===== config.mk =====
export PLATFORM = sky130hd
export DESIGN_NAME = ccs_regs
export DESIGN_NICKNAME = d
export VERILOG_FILES = /design/src/rtl/ccs_pkg.sv /design/src/rtl/ccs_regs.sv
export SDC_FILE = /design/constraint.sdc
export NUM_CORES = 1
export LEC_CHECK = 0
export BUFFER_PORTS_ARGS = -buffer_cell sky130_fd_sc_hd__buf_2
export CAP_MARGIN = 40
export CORE_MARGIN = 2
export CORE_UTILIZATION = 56
export DETAILED_ROUTE_END_ITERATION = 6
export PLACE_DENSITY_LB_ADDON = 0.08
export SYNTH_ARGS = -nofsm -noshare
export SYNTH_HDL_FRONTEND = slang
export SYNTH_SLANG_ARGS = --single-unit

===== constraint.sdc =====
create_clock -name clk_in -period 2.95 [get_ports clk_in]
set_input_delay 0.295 -clock clk_in [delete_from_list [all_inputs] [get_ports clk_in]]
set_output_delay 0.295 -clock clk_in [all_outputs]
set_load 0.01 [all_outputs]

===== src/rtl/ccs_pkg.sv =====
// Constants, states and carrier types of the clock synthesizer register bank.
// Assumes a single 10 MHz system clock domain.
package ccs_pkg;
  // ----------------------------------------------------------------
  // Byte offsets
  // ----------------------------------------------------------------
  localparam logic [6:0] CCS_OFF_IDENT = 7'h00;
  localparam logic [6:0] CCS_OFF_CTRL = 7'h01;
  localparam logic [6:0] CCS_OFF_OUTSEL = 7'h02;
  localparam logic [6:0] CCS_OFF_PLLA = 7'h10;
  localparam logic [6:0] CCS_OFF_PLLB = 7'h20;
  localparam logic [6:0] CCS_OFF_A_FREQ = 7'h13;
  localparam logic [6:0] CCS_OFF_A_STATE = 7'h15;
  localparam logic [6:0] CCS_OFF_B_FREQ = 7'h23;
  localparam logic [6:0] CCS_OFF_B_STATE = 7'h25;
  // ----------------------------------------------------------------
  // Field positions and write masks
  // ----------------------------------------------------------------
  localparam int CCS_BIT_NVM_BUSY = 6;
  localparam int CCS_BIT_LOCK = 5;
  localparam int CCS_BIT_PDN = 4;
  localparam int CCS_BIT_OUTSRC = 7;
  localparam int CCS_BIT_PINROLE = 6;
  localparam int CCS_BIT_SINGLE = 7;
  localparam logic [7:0] CCS_WMASK_CTRL = 8'h3f;
  localparam logic [7:0] CCS_WMASK_OUTSEL = 8'hc0;
  // ----------------------------------------------------------------
  // Reset values and identity
  // ----------------------------------------------------------------
  localparam logic [7:0] CCS_RST_CTRL = 8'h00;
  localparam logic [7:0] CCS_RST_OUTSEL = 8'h00;
  localparam logic [7:0] CCS_RST_TABLE = 8'h00;
  localparam logic [2:0] CCS_RST_PINS = 3'h3;
  // Identity values are arbitrary
  localparam logic CCS_IDENT_FLAG = 1'h1;
  localparam logic [2:0] CCS_REVISION = 3'h2;
  localparam logic [3:0] CCS_VENDOR = 4'h5;
  localparam logic [4:0] CCS_ADDR_BASE = 5'h19;
  localparam logic [3:0] CCS_BYTE_BITS = 4'h8;
  localparam logic [2:0] CCS_B_RSVD_LO = 3'h3;
  localparam logic [2:0] CCS_B_RSVD_HI = 3'h4;
  // ----------------------------------------------------------------
  // Types
  // ----------------------------------------------------------------
  typedef enum logic [2:0] {CCS_IDLE, CCS_RECV, CCS_ACK, CCS_SEND, CCS_RACK} ccs_state_t;
  typedef enum logic [1:0] {CCS_K_ADDR, CCS_K_CMD, CCS_K_DATA} ccs_kind_t;
  typedef struct packed {
    logic a_freq;
    logic a_state;
    logic b_freq;
    logic b_state;
  } ccs_pll_sel_t;
endpackage


===== src/rtl/ccs_regs.sv =====
// Configuration register bank with its 2-wire serial slave port.
// Assumes the NVM controller drives its busy and stored pin-role levels on clk_in.
//
// What this block does
// (RQ1) Master leaves identification byte zero untouched during block writes.
// (RQ2) Accept serial writes to generic 00h, PLL A 10h, PLL B 20h regions.
// (RQ3) Pick one of eight settings from three control pins, pin two most significant.
// (RQ4) PLL A bits from 13h/15h, PLL B from 23h/25h; B indices 3,4 reserved.
// (RQ5) Byte 00h read-only: ident flag bit 7, revision 6:4, vendor 3:0.
// (RQ6) Byte 01h bit 6 reads one while NVM programming runs.
// (RQ7) Byte 01h bit 5 holds the permanent NVM lock selection.
// (RQ8) Power-down overrides pin selection and leaves configuration intact.
// (RQ9) Power-down stops all PLLs and floats outputs; clear enables everything.
// (RQ10) Power-down bit is never stored as one in NVM.
// (RQ11) Byte 01h bits 3:2 choose crystal, VCXO, logic clock, or reserved.
// (RQ12) Byte 01h bits 1:0 give the two low slave address bits.
// (RQ13) Master always writes zero to reserved bit 7 of byte 01h.
// (RQ14) Byte 02h bit 7 routes input clock or PLL A clock onward.
// (RQ15) Byte 02h bit 6 makes dual pins serial lines or control pins.
// (RQ16) Command bit 7 zero means block, one means single byte; 6:0 offset.
// (RQ17) Every accepted data byte is stored and takes effect at once; bytes to 00h or unmapped offsets are acknowledged but dropped.
// (RQ18) During NVM write cycle incoming write data is refused; reads still served.
// (RQ19) Pin role changes only once the bit is held in NVM.
// (RQ20) Writes to read-only bits leave them and their neighbours intact.
`timescale 1ns/1ps
module ccs_regs (
  input wire logic clk_in,
  input wire logic rst_n_in,
  input wire logic scl_in,
  input wire logic sda_in,
  input wire logic ctrl_pin_zero_in,
  input wire logic nvm_programming_active_in,
  input wire logic nvm_pin_role_in,
  output logic sda_out,
  output logic sda_oe_n_out,
  output ccs_pkg::ccs_pll_sel_t pll_settings_out,
  output logic pll_power_down_out,
  output logic outputs_hiz_out,
  output logic [1:0] input_clock_source_out,
  output logic output_source_select_out,
  output logic nvm_permanent_lock_out,
  output logic pin_role_active_out,
  output logic [7:0] nvm_ctrl_image_out
);
  import ccs_pkg::*;

  // ----------------------------------------------------------------
  // Pin synchronisers: bit 0 data line, bit 1 clock line, bit 2 pin zero
  // ----------------------------------------------------------------
  logic [2:0] sync_a, sync_b, sync_c, filt, prev;
  logic [2:0] next_sync_a, next_sync_b, next_sync_c, next_filt, next_prev;
  logic scl_rise, scl_fall, bus_start, bus_stop;

  always_comb begin
    next_sync_a = {ctrl_pin_zero_in, scl_in, sda_in};
    next_sync_b = sync_a;
    next_sync_c = sync_b;
    next_prev = filt;
    // A level is taken only once the last two stages agree
    for (int i = 0; i < 3; i++) begin
      next_filt[i] = (sync_b[i] == sync_c[i]) ? sync_c[i] : filt[i];
    end
  end

  always_ff @(posedge clk_in) begin
    if (!rst_n_in) begin
      sync_a <= CCS_RST_PINS;
      sync_b <= CCS_RST_PINS;
      sync_c <= CCS_RST_PINS;
      filt <= CCS_RST_PINS;
      prev <= CCS_RST_PINS;
    end else begin
      sync_a <= next_sync_a;
      sync_b <= next_sync_b;
      sync_c <= next_sync_c;
      filt <= next_filt;
      prev <= next_prev;
    end
  end

  assign scl_rise = filt[1] & ~prev[1];
  assign scl_fall = ~filt[1] & prev[1];
  assign bus_start = filt[1] & prev[1] & prev[0] & ~filt[0];
  assign bus_stop = filt[1] & prev[1] & ~prev[0] & filt[0];

  // ----------------------------------------------------------------
  // Register storage
  // ----------------------------------------------------------------
  logic [7:0] r01, r02, r13, r15, r23, r25;
  logic [7:0] next_r01, next_r02, next_r13, next_r15, next_r23, next_r25;
  logic wr_en;
  logic [6:0] wr_off, offset;
  logic [7:0] wr_data, rd_byte;

  function automatic logic [7:0] ccs_merge(input logic [7:0] old_v, input logic [7:0] new_v,
                                           input logic [7:0] mask);
    ccs_merge = (old_v & ~mask) | (new_v & mask);
  endfunction

  function automatic logic [7:0] ccs_read(input logic [6:0] off);
    case (off)
      CCS_OFF_IDENT: ccs_read = {CCS_IDENT_FLAG, CCS_REVISION, CCS_VENDOR}; // RQ5
      CCS_OFF_CTRL: ccs_read = {r01[7], nvm_programming_active_in, r01[5:0]}; // RQ6
      CCS_OFF_OUTSEL: ccs_read = r02;
      CCS_OFF_A_FREQ: ccs_read = r13;
      CCS_OFF_A_STATE: ccs_read = r15;
      CCS_OFF_B_FREQ: ccs_read = r23;
      CCS_OFF_B_STATE: ccs_read = r25;
      default: ccs_read = 8'h00;
    endcase
  endfunction

  assign rd_byte = ccs_read(offset);

  always_comb begin
    next_r01 = r01;
    next_r02 = r02;
    next_r13 = r13;
    next_r15 = r15;
    next_r23 = r23;
    next_r25 = r25;
    // Masks keep busy flag and reserved bits out of reach; the identity byte has no write branch
    if (wr_en) begin // RQ17
      case (wr_off) // RQ2
        CCS_OFF_CTRL: next_r01 = ccs_merge(r01, wr_data, CCS_WMASK_CTRL); // RQ20
        CCS_OFF_OUTSEL: next_r02 = ccs_merge(r02, wr_data, CCS_WMASK_OUTSEL); // RQ20
        CCS_OFF_A_FREQ: next_r13 = wr_data;
        CCS_OFF_A_STATE: next_r15 = wr_data;
        CCS_OFF_B_FREQ: next_r23 = wr_data;
        CCS_OFF_B_STATE: next_r25 = wr_data;
        default: next_r13 = r13;
      endcase
    end
  end

  always_ff @(posedge clk_in) begin
    if (!rst_n_in) begin
      r01 <= CCS_RST_CTRL;
      r02 <= CCS_RST_OUTSEL;
      r13 <= CCS_RST_TABLE;
      r15 <= CCS_RST_TABLE;
      r23 <= CCS_RST_TABLE;
      r25 <= CCS_RST_TABLE;
    end else begin
      r01 <= next_r01;
      r02 <= next_r02;
      r13 <= next_r13;
      r15 <= next_r15;
      r23 <= next_r23;
      r25 <= next_r25;
    end
  end

  // ----------------------------------------------------------------
  // Serial slave engine
  // ----------------------------------------------------------------
  // Data is driven about five cycles after the pin's falling edge, so the
  // line clock must stay low for at least six system clocks.
  ccs_state_t st, next_st;
  ccs_kind_t kind, next_kind;
  logic [3:0] bcnt, next_bcnt;
  logic [7:0] shreg, next_shreg;
  logic [6:0] next_offset;
  logic is_read, next_is_read, single, next_single, wrote, next_wrote;
  logic ack_ok, next_ack_ok, sda_low, next_sda_low;

  always_comb begin
    next_st = st;
    next_kind = kind;
    next_bcnt = bcnt;
    next_shreg = shreg;
    next_offset = offset;
    next_is_read = is_read;
    next_single = single;
    next_wrote = wrote;
    next_ack_ok = ack_ok;
    next_sda_low = sda_low;
    wr_en = 1'b0;
    wr_off = offset;
    wr_data = shreg;
    if (pin_role_active_out) begin // RQ15
      next_st = CCS_IDLE;
      next_sda_low = 1'b0;
    end else if (bus_start) begin
      next_st = CCS_RECV;
      next_kind = CCS_K_ADDR;
      next_bcnt = 4'h0;
      next_sda_low = 1'b0;
    end else if (bus_stop) begin
      next_st = CCS_IDLE;
      next_sda_low = 1'b0;
    end else begin
      case (st)
        CCS_RECV: begin
          if (scl_rise) begin
            next_shreg = {shreg[6:0], filt[0]};
            next_bcnt = bcnt + 4'h1;
          end else if (scl_fall && bcnt == CCS_BYTE_BITS) begin
            next_bcnt = 4'h0;
            next_st = CCS_ACK;
            next_ack_ok = 1'b0;
            case (kind)
              CCS_K_ADDR: begin
                if (shreg[7:1] == {CCS_ADDR_BASE, r01[1:0]}) begin // RQ12
                  next_ack_ok = 1'b1;
                  next_sda_low = 1'b1;
                  next_is_read = shreg[0];
                end
              end
              CCS_K_CMD: begin
                next_offset = shreg[6:0]; // RQ16
                next_single = shreg[CCS_BIT_SINGLE]; // RQ16
                next_wrote = 1'b0;
                next_ack_ok = 1'b1;
                next_sda_low = 1'b1;
              end
              default: begin
                // Refused bytes are not acknowledged and not stored
                if (!nvm_programming_active_in && !(single && wrote)) begin // RQ18
                  wr_en = 1'b1; // RQ17
                  next_offset = offset + 7'h01;
                  next_wrote = 1'b1;
                  next_ack_ok = 1'b1;
                  next_sda_low = 1'b1;
                end
              end
            endcase
          end
        end
        CCS_ACK: begin
          if (scl_fall) begin
            next_sda_low = 1'b0;
            if (!ack_ok) begin
              next_st = CCS_IDLE;
            end else if (is_read) begin
              next_shreg = rd_byte;
              next_sda_low = ~rd_byte[7];
              next_bcnt = 4'h0;
              next_st = CCS_SEND;
            end else begin
              next_st = CCS_RECV;
              next_kind = (kind == CCS_K_ADDR) ? CCS_K_CMD : CCS_K_DATA;
            end
          end
        end
        CCS_SEND: begin
          if (scl_rise) begin
            next_bcnt = bcnt + 4'h1;
          end else if (scl_fall) begin
            if (bcnt == CCS_BYTE_BITS) begin
              next_sda_low = 1'b0;
              next_st = CCS_RACK;
              next_offset = offset + 7'h01;
            end else begin
              next_shreg = {shreg[6:0], 1'b0};
              next_sda_low = ~shreg[6];
            end
          end
        end
        CCS_RACK: begin
          if (scl_rise) begin
            next_ack_ok = ~filt[0];
          end else if (scl_fall) begin
            if (ack_ok) begin
              next_shreg = rd_byte;
              next_sda_low = ~rd_byte[7];
              next_bcnt = 4'h0;
              next_st = CCS_SEND;
            end else begin
              next_st = CCS_IDLE;
            end
          end
        end
        default: next_st = CCS_IDLE;
      endcase
    end
  end

  always_ff @(posedge clk_in) begin
    if (!rst_n_in) begin
      st <= CCS_IDLE;
      kind <= CCS_K_ADDR;
      bcnt <= 4'h0;
      shreg <= 8'h00;
      offset <= 7'h00;
      is_read <= 1'b0;
      single <= 1'b0;
      wrote <= 1'b0;
      ack_ok <= 1'b0;
      sda_low <= 1'b0;
    end else begin
      st <= next_st;
      kind <= next_kind;
      bcnt <= next_bcnt;
      shreg <= next_shreg;
      offset <= next_offset;
      is_read <= next_is_read;
      single <= next_single;
      wrote <= next_wrote;
      ack_ok <= next_ack_ok;
      sda_low <= next_sda_low;
    end
  end

  // ----------------------------------------------------------------
  // Setting selection and outputs
  // ----------------------------------------------------------------
  logic [2:0] idx;
  logic b_rsvd, pdn;
  ccs_pll_sel_t next_sel;

  // Dual pins read as zero while they serve the serial port
  assign idx = {pin_role_active_out & filt[1], pin_role_active_out & filt[0], filt[2]}; // RQ3
  assign b_rsvd = (idx == CCS_B_RSVD_LO) || (idx == CCS_B_RSVD_HI);
  assign pdn = r01[CCS_BIT_PDN];

  always_comb begin
    next_sel.a_freq = r13[idx]; // RQ4
    next_sel.a_state = r15[idx] & ~pdn; // RQ8
    next_sel.b_freq = b_rsvd ? 1'b0 : r23[idx]; // RQ4
    next_sel.b_state = (b_rsvd | pdn) ? 1'b0 : r25[idx]; // RQ4
  end

  always_ff @(posedge clk_in) begin
    if (!rst_n_in) begin
      sda_out <= 1'b0;
      sda_oe_n_out <= 1'b1;
      pll_settings_out <= '0;
      pll_power_down_out <= 1'b0;
      outputs_hiz_out <= 1'b0;
      input_clock_source_out <= 2'h0;
      output_source_select_out <= 1'b0;
      nvm_permanent_lock_out <= 1'b0;
      pin_role_active_out <= 1'b0;
      nvm_ctrl_image_out <= 8'h00;
    end else begin
      sda_out <= 1'b0;
      sda_oe_n_out <= ~sda_low;
      pll_settings_out <= next_sel;
      pll_power_down_out <= pdn; // RQ9
      outputs_hiz_out <= pdn; // RQ9
      input_clock_source_out <= r01[3:2]; // RQ11
      output_source_select_out <= r02[CCS_BIT_OUTSRC]; // RQ14
      nvm_permanent_lock_out <= r01[CCS_BIT_LOCK]; // RQ7
      pin_role_active_out <= nvm_pin_role_in; // RQ19
      nvm_ctrl_image_out <= {r01[7:5], 1'b0, r01[3:0]}; // RQ10
    end
  end
endmodule


==> impl_results.md <==
- Hold_sp: scl_in
- Crit path arrival time: 2.77 ns
- Clock latency at the later pin of the worst-skew pair: 0.38 ns
- Min Tclk post-route: 2.50 ns
- Reg clk slew, reported paths: 0.11 ns
- Synth warnings: 0
- CTS Sinks: 96
- Met2 routed WL: 5510 um
- Setup tns final: 0 ns
- Worst slew pin tran: 0.781 ns
- Critical path origin: bcnt[0]
- Uppermost routed layer: met4
- VDD IR max: 0.000293 V
- Max Buffers Root-to-Sink: 2
- Final routed DRC violation total: 0
- Worst R2R End: offset[0]
- Mean Syn Cell Area: about 8.8 um^2
- Die H: 98.7 um
- Post-synth EDFFs: 0
- Register area share after synthesis: 0.382
- Yosys cell types: 65
- CTS root buf: clkbuf_8
- # port buffers: 23
- CTS Buf Count: 9
- Hold Fails Final Rpt: 0
- Initial Utilization: 0.576
- Most common cell in the netlist: dfxtp_1
- Post-CTS Repair Setup Buffers: 0
- Period utilisation layout: 0.847
- Critical Path RT: around 3.2 ns
- Antenna violations before repair: 0
- Via count: 4139
- Crit path kind: flop to flop
- RSZ-0062 raised after global routing: false
- Yosys top cell by area: dfxtp_1
- Routed length on met1: 5980 um
- Global-route wire length before repair: 20200 um
- Max Clk Rate: 400 MHz
- Reg2Reg Depth: 7
- CTS H-Tree Depth: 3
- Largest net degree at the start of global routing: 57
- Ys async rst share: 0
- Via-to-Cell Ratio: around 6
- Crit path launch type: flop
- Share of layout cells above drive strength 1: 0.143
- Wire length per cell: 17.8 um
- Core Util, Final: 0.613
- Flop2flop setup slack: between 0.4 and 0.5 ns
- Core Area: 8720 um^2
- Most common library cells after synthesis: dfxtp_1 (96), nand2_1 (50), nor2b_1 (50)
- Routed WL: 12200 um
- Final-layout fill cell count: 782
- Endpoints failing setup: 0
- Post-synthesis cell count: 573
- Drt pass-1 iters: 5
- Leakage power: 2.05 nW
- Io pins: 28
- Crit path max fanout: 8
- Resize count post-CTS: 0
- WHS Path Cells: 2
- Rel. slew slack: 0.472
- CTS tree: yes
- Nets: ~590
- Status: complete, no violations
- Post-route ant nets: 0
- Number of global-route vias before repair: 3879
- Met3 wire len: 614 um
- Power per cell area: 415 nW/um^2
- Post-synth design cell area: ~5000 um^2
- Final Max Tran Viols: 0
- Iteration-0 DRC Markers: 317
- Synth Register Bits: 96
- WHS: between 0.09 and 0.1 ns
- RR Startpoint: bcnt[0]
- Die ar.: 9750 um^2
- Chip Width: 98.7 um
- Share of the synthesized area in the top cell type: 0.382
- N_diodes: 0
- GRT overflow: 0
- Critical Path Sink Type: flop
- Area grow syn2layout: 6.37%
- Primary FF master, synth: dfxtp_1
- Row Count: 34
- Hold Crit Class: input port to flop
- Tot GR Track Use: 0.258
- GPL Wtd Cong: 0.927
- Number of max-cap violations: 0
- Top cells by area, synth: dfxtp_1 (38%), mux2i_1 (9.2%), nor2b_1 (6.2%)
- Clk_skew: around 0.012 ns
- Hold bufs inserted after CTS: 0
- Worst Hold End: next_sync_b[1]
- Dpl hpwl: 8630 um
- Total power: roughly 2.2 mW
==> worst max-delay path by stage <==
stage	cells after the start	to
2_1_floorplan	8	r01[0]
3_3_place_gp	5	bcnt[0]
3_5_place_dp	7	offset[0]
4_1_cts	7	offset[0]
5_1_grt	7	offset[5]
6_report	7	offset[0]
==> sequential cells by signal (all words and copies together), names as in the netlist, 4 cells and up <==
| signal | count |
|---|---|
| r13 | 8 |
| r15 | 8 |
| r23 | 8 |
| r25 | 8 |
| shreg | 8 |
| offset | 7 |
| r01 | 6 |
| bcnt | 4 |
| nvm_ctrl_image_out | 4 |
| pll_settings_out | 4 |
==> cell usage in the layout (no fill, tap or decap), types with 5 or more instances in the layout <==
cell type	netlist	final
a21boi_0	6	6
a21oi_1	29	29
a22oi_1	8	8
o21ai_0	28	28
nand3b_1	8	8
nand3_1	13	13
buf_2	6	23
dfxtp_1	96	96
a31oi_1	10	10
mux2i_1	46	46
and2_1	15	15
nor2_1	20	20
nor3b_1	6	6
nand2b_1	13	13
ha_1	6	6
nor3_1	13	13
o21a_1	5	5
mux4_2	5	5
nand2_1	50	50
buf_4	8	14
nor2b_1	50	50
a31o_2	8	8
clkbuf_8	0	9
inv_1	12	12
==> worst max-delay path, stage by stage (launching register included) <==
cell and delay, ns:
dfxtp_1 0.36, inv_1 0.09, ha_1 0.15, nand3b_1 0.28, or3_1 0.57, nor3_1 0.54
nor2_1 0.09, o31a_1 0.31
==> layout make-up <==
type	count	area [um^2]	share of cell area
Clock inverter	7	62.6	0.0117
Sequential cell	96	1920	0.359
Multi-Input combinational cell	418	2840	0.531
Timing Repair Buffer	37	220	0.0412
Inverter	12	45.0	0.00842
Clock buffer	9	124	0.0232
Tap cell	108	135	0.0253
==> metal layers <==
layer | up-vias | GRT usage
li1 | 2023 | -
met1 | 1985 | 0.378
met2 | 118 | 0.401
met3 | 13 | 0.0369
met4 | 0 | 0.0727
met5 | - | 0
==> cell families (layout without fill, tap and decap cells) <==
group | after synthesis | count (layout) | share of synthesized area
and+or+nand+nor | 224 | 224 | 0.257
DFF | 96 | 96 | 0.382
xor gates and xnor gates | 5 | 5 | 0.00871
adders and majority gates | 7 | 7 | 0.0169
other | 1 | 4 | 0.000746
buffers and inverters | 62 | 65 | 0.0553
muxes | 52 | 52 | 0.116
AOI/OAI and AO/OA | 126 | 126 | 0.162
==> where the power goes <==
part	switching (mW)	leakage (nW)	total (mW)	internal (mW)
Clock	0.520	0.0980	0.846	0.326
Sequential	0.00322	0.775	1.31	1.30
Combinational	0.0403	1.18	0.0671	0.0267
Total	0.564	2.05	2.22	1.65
==> through the flow <==
| stage | worst slack (ns) | cell area [um^2] | std cells |
|---|---|---|---|
| floorplan | 0.853 | 5040 | 576 |
| global placement | 0.543 | 5160 | 671 |
| detailed placement | 0.504 | 5160 | 671 |
| CTS | 0.480 | 5350 | 687 |
| global route | 0.269 | 5350 | 687 |
| finish | 0.452 | 5350 | 687 |
No activity file was read; power rests on OpenSTA's default activity.
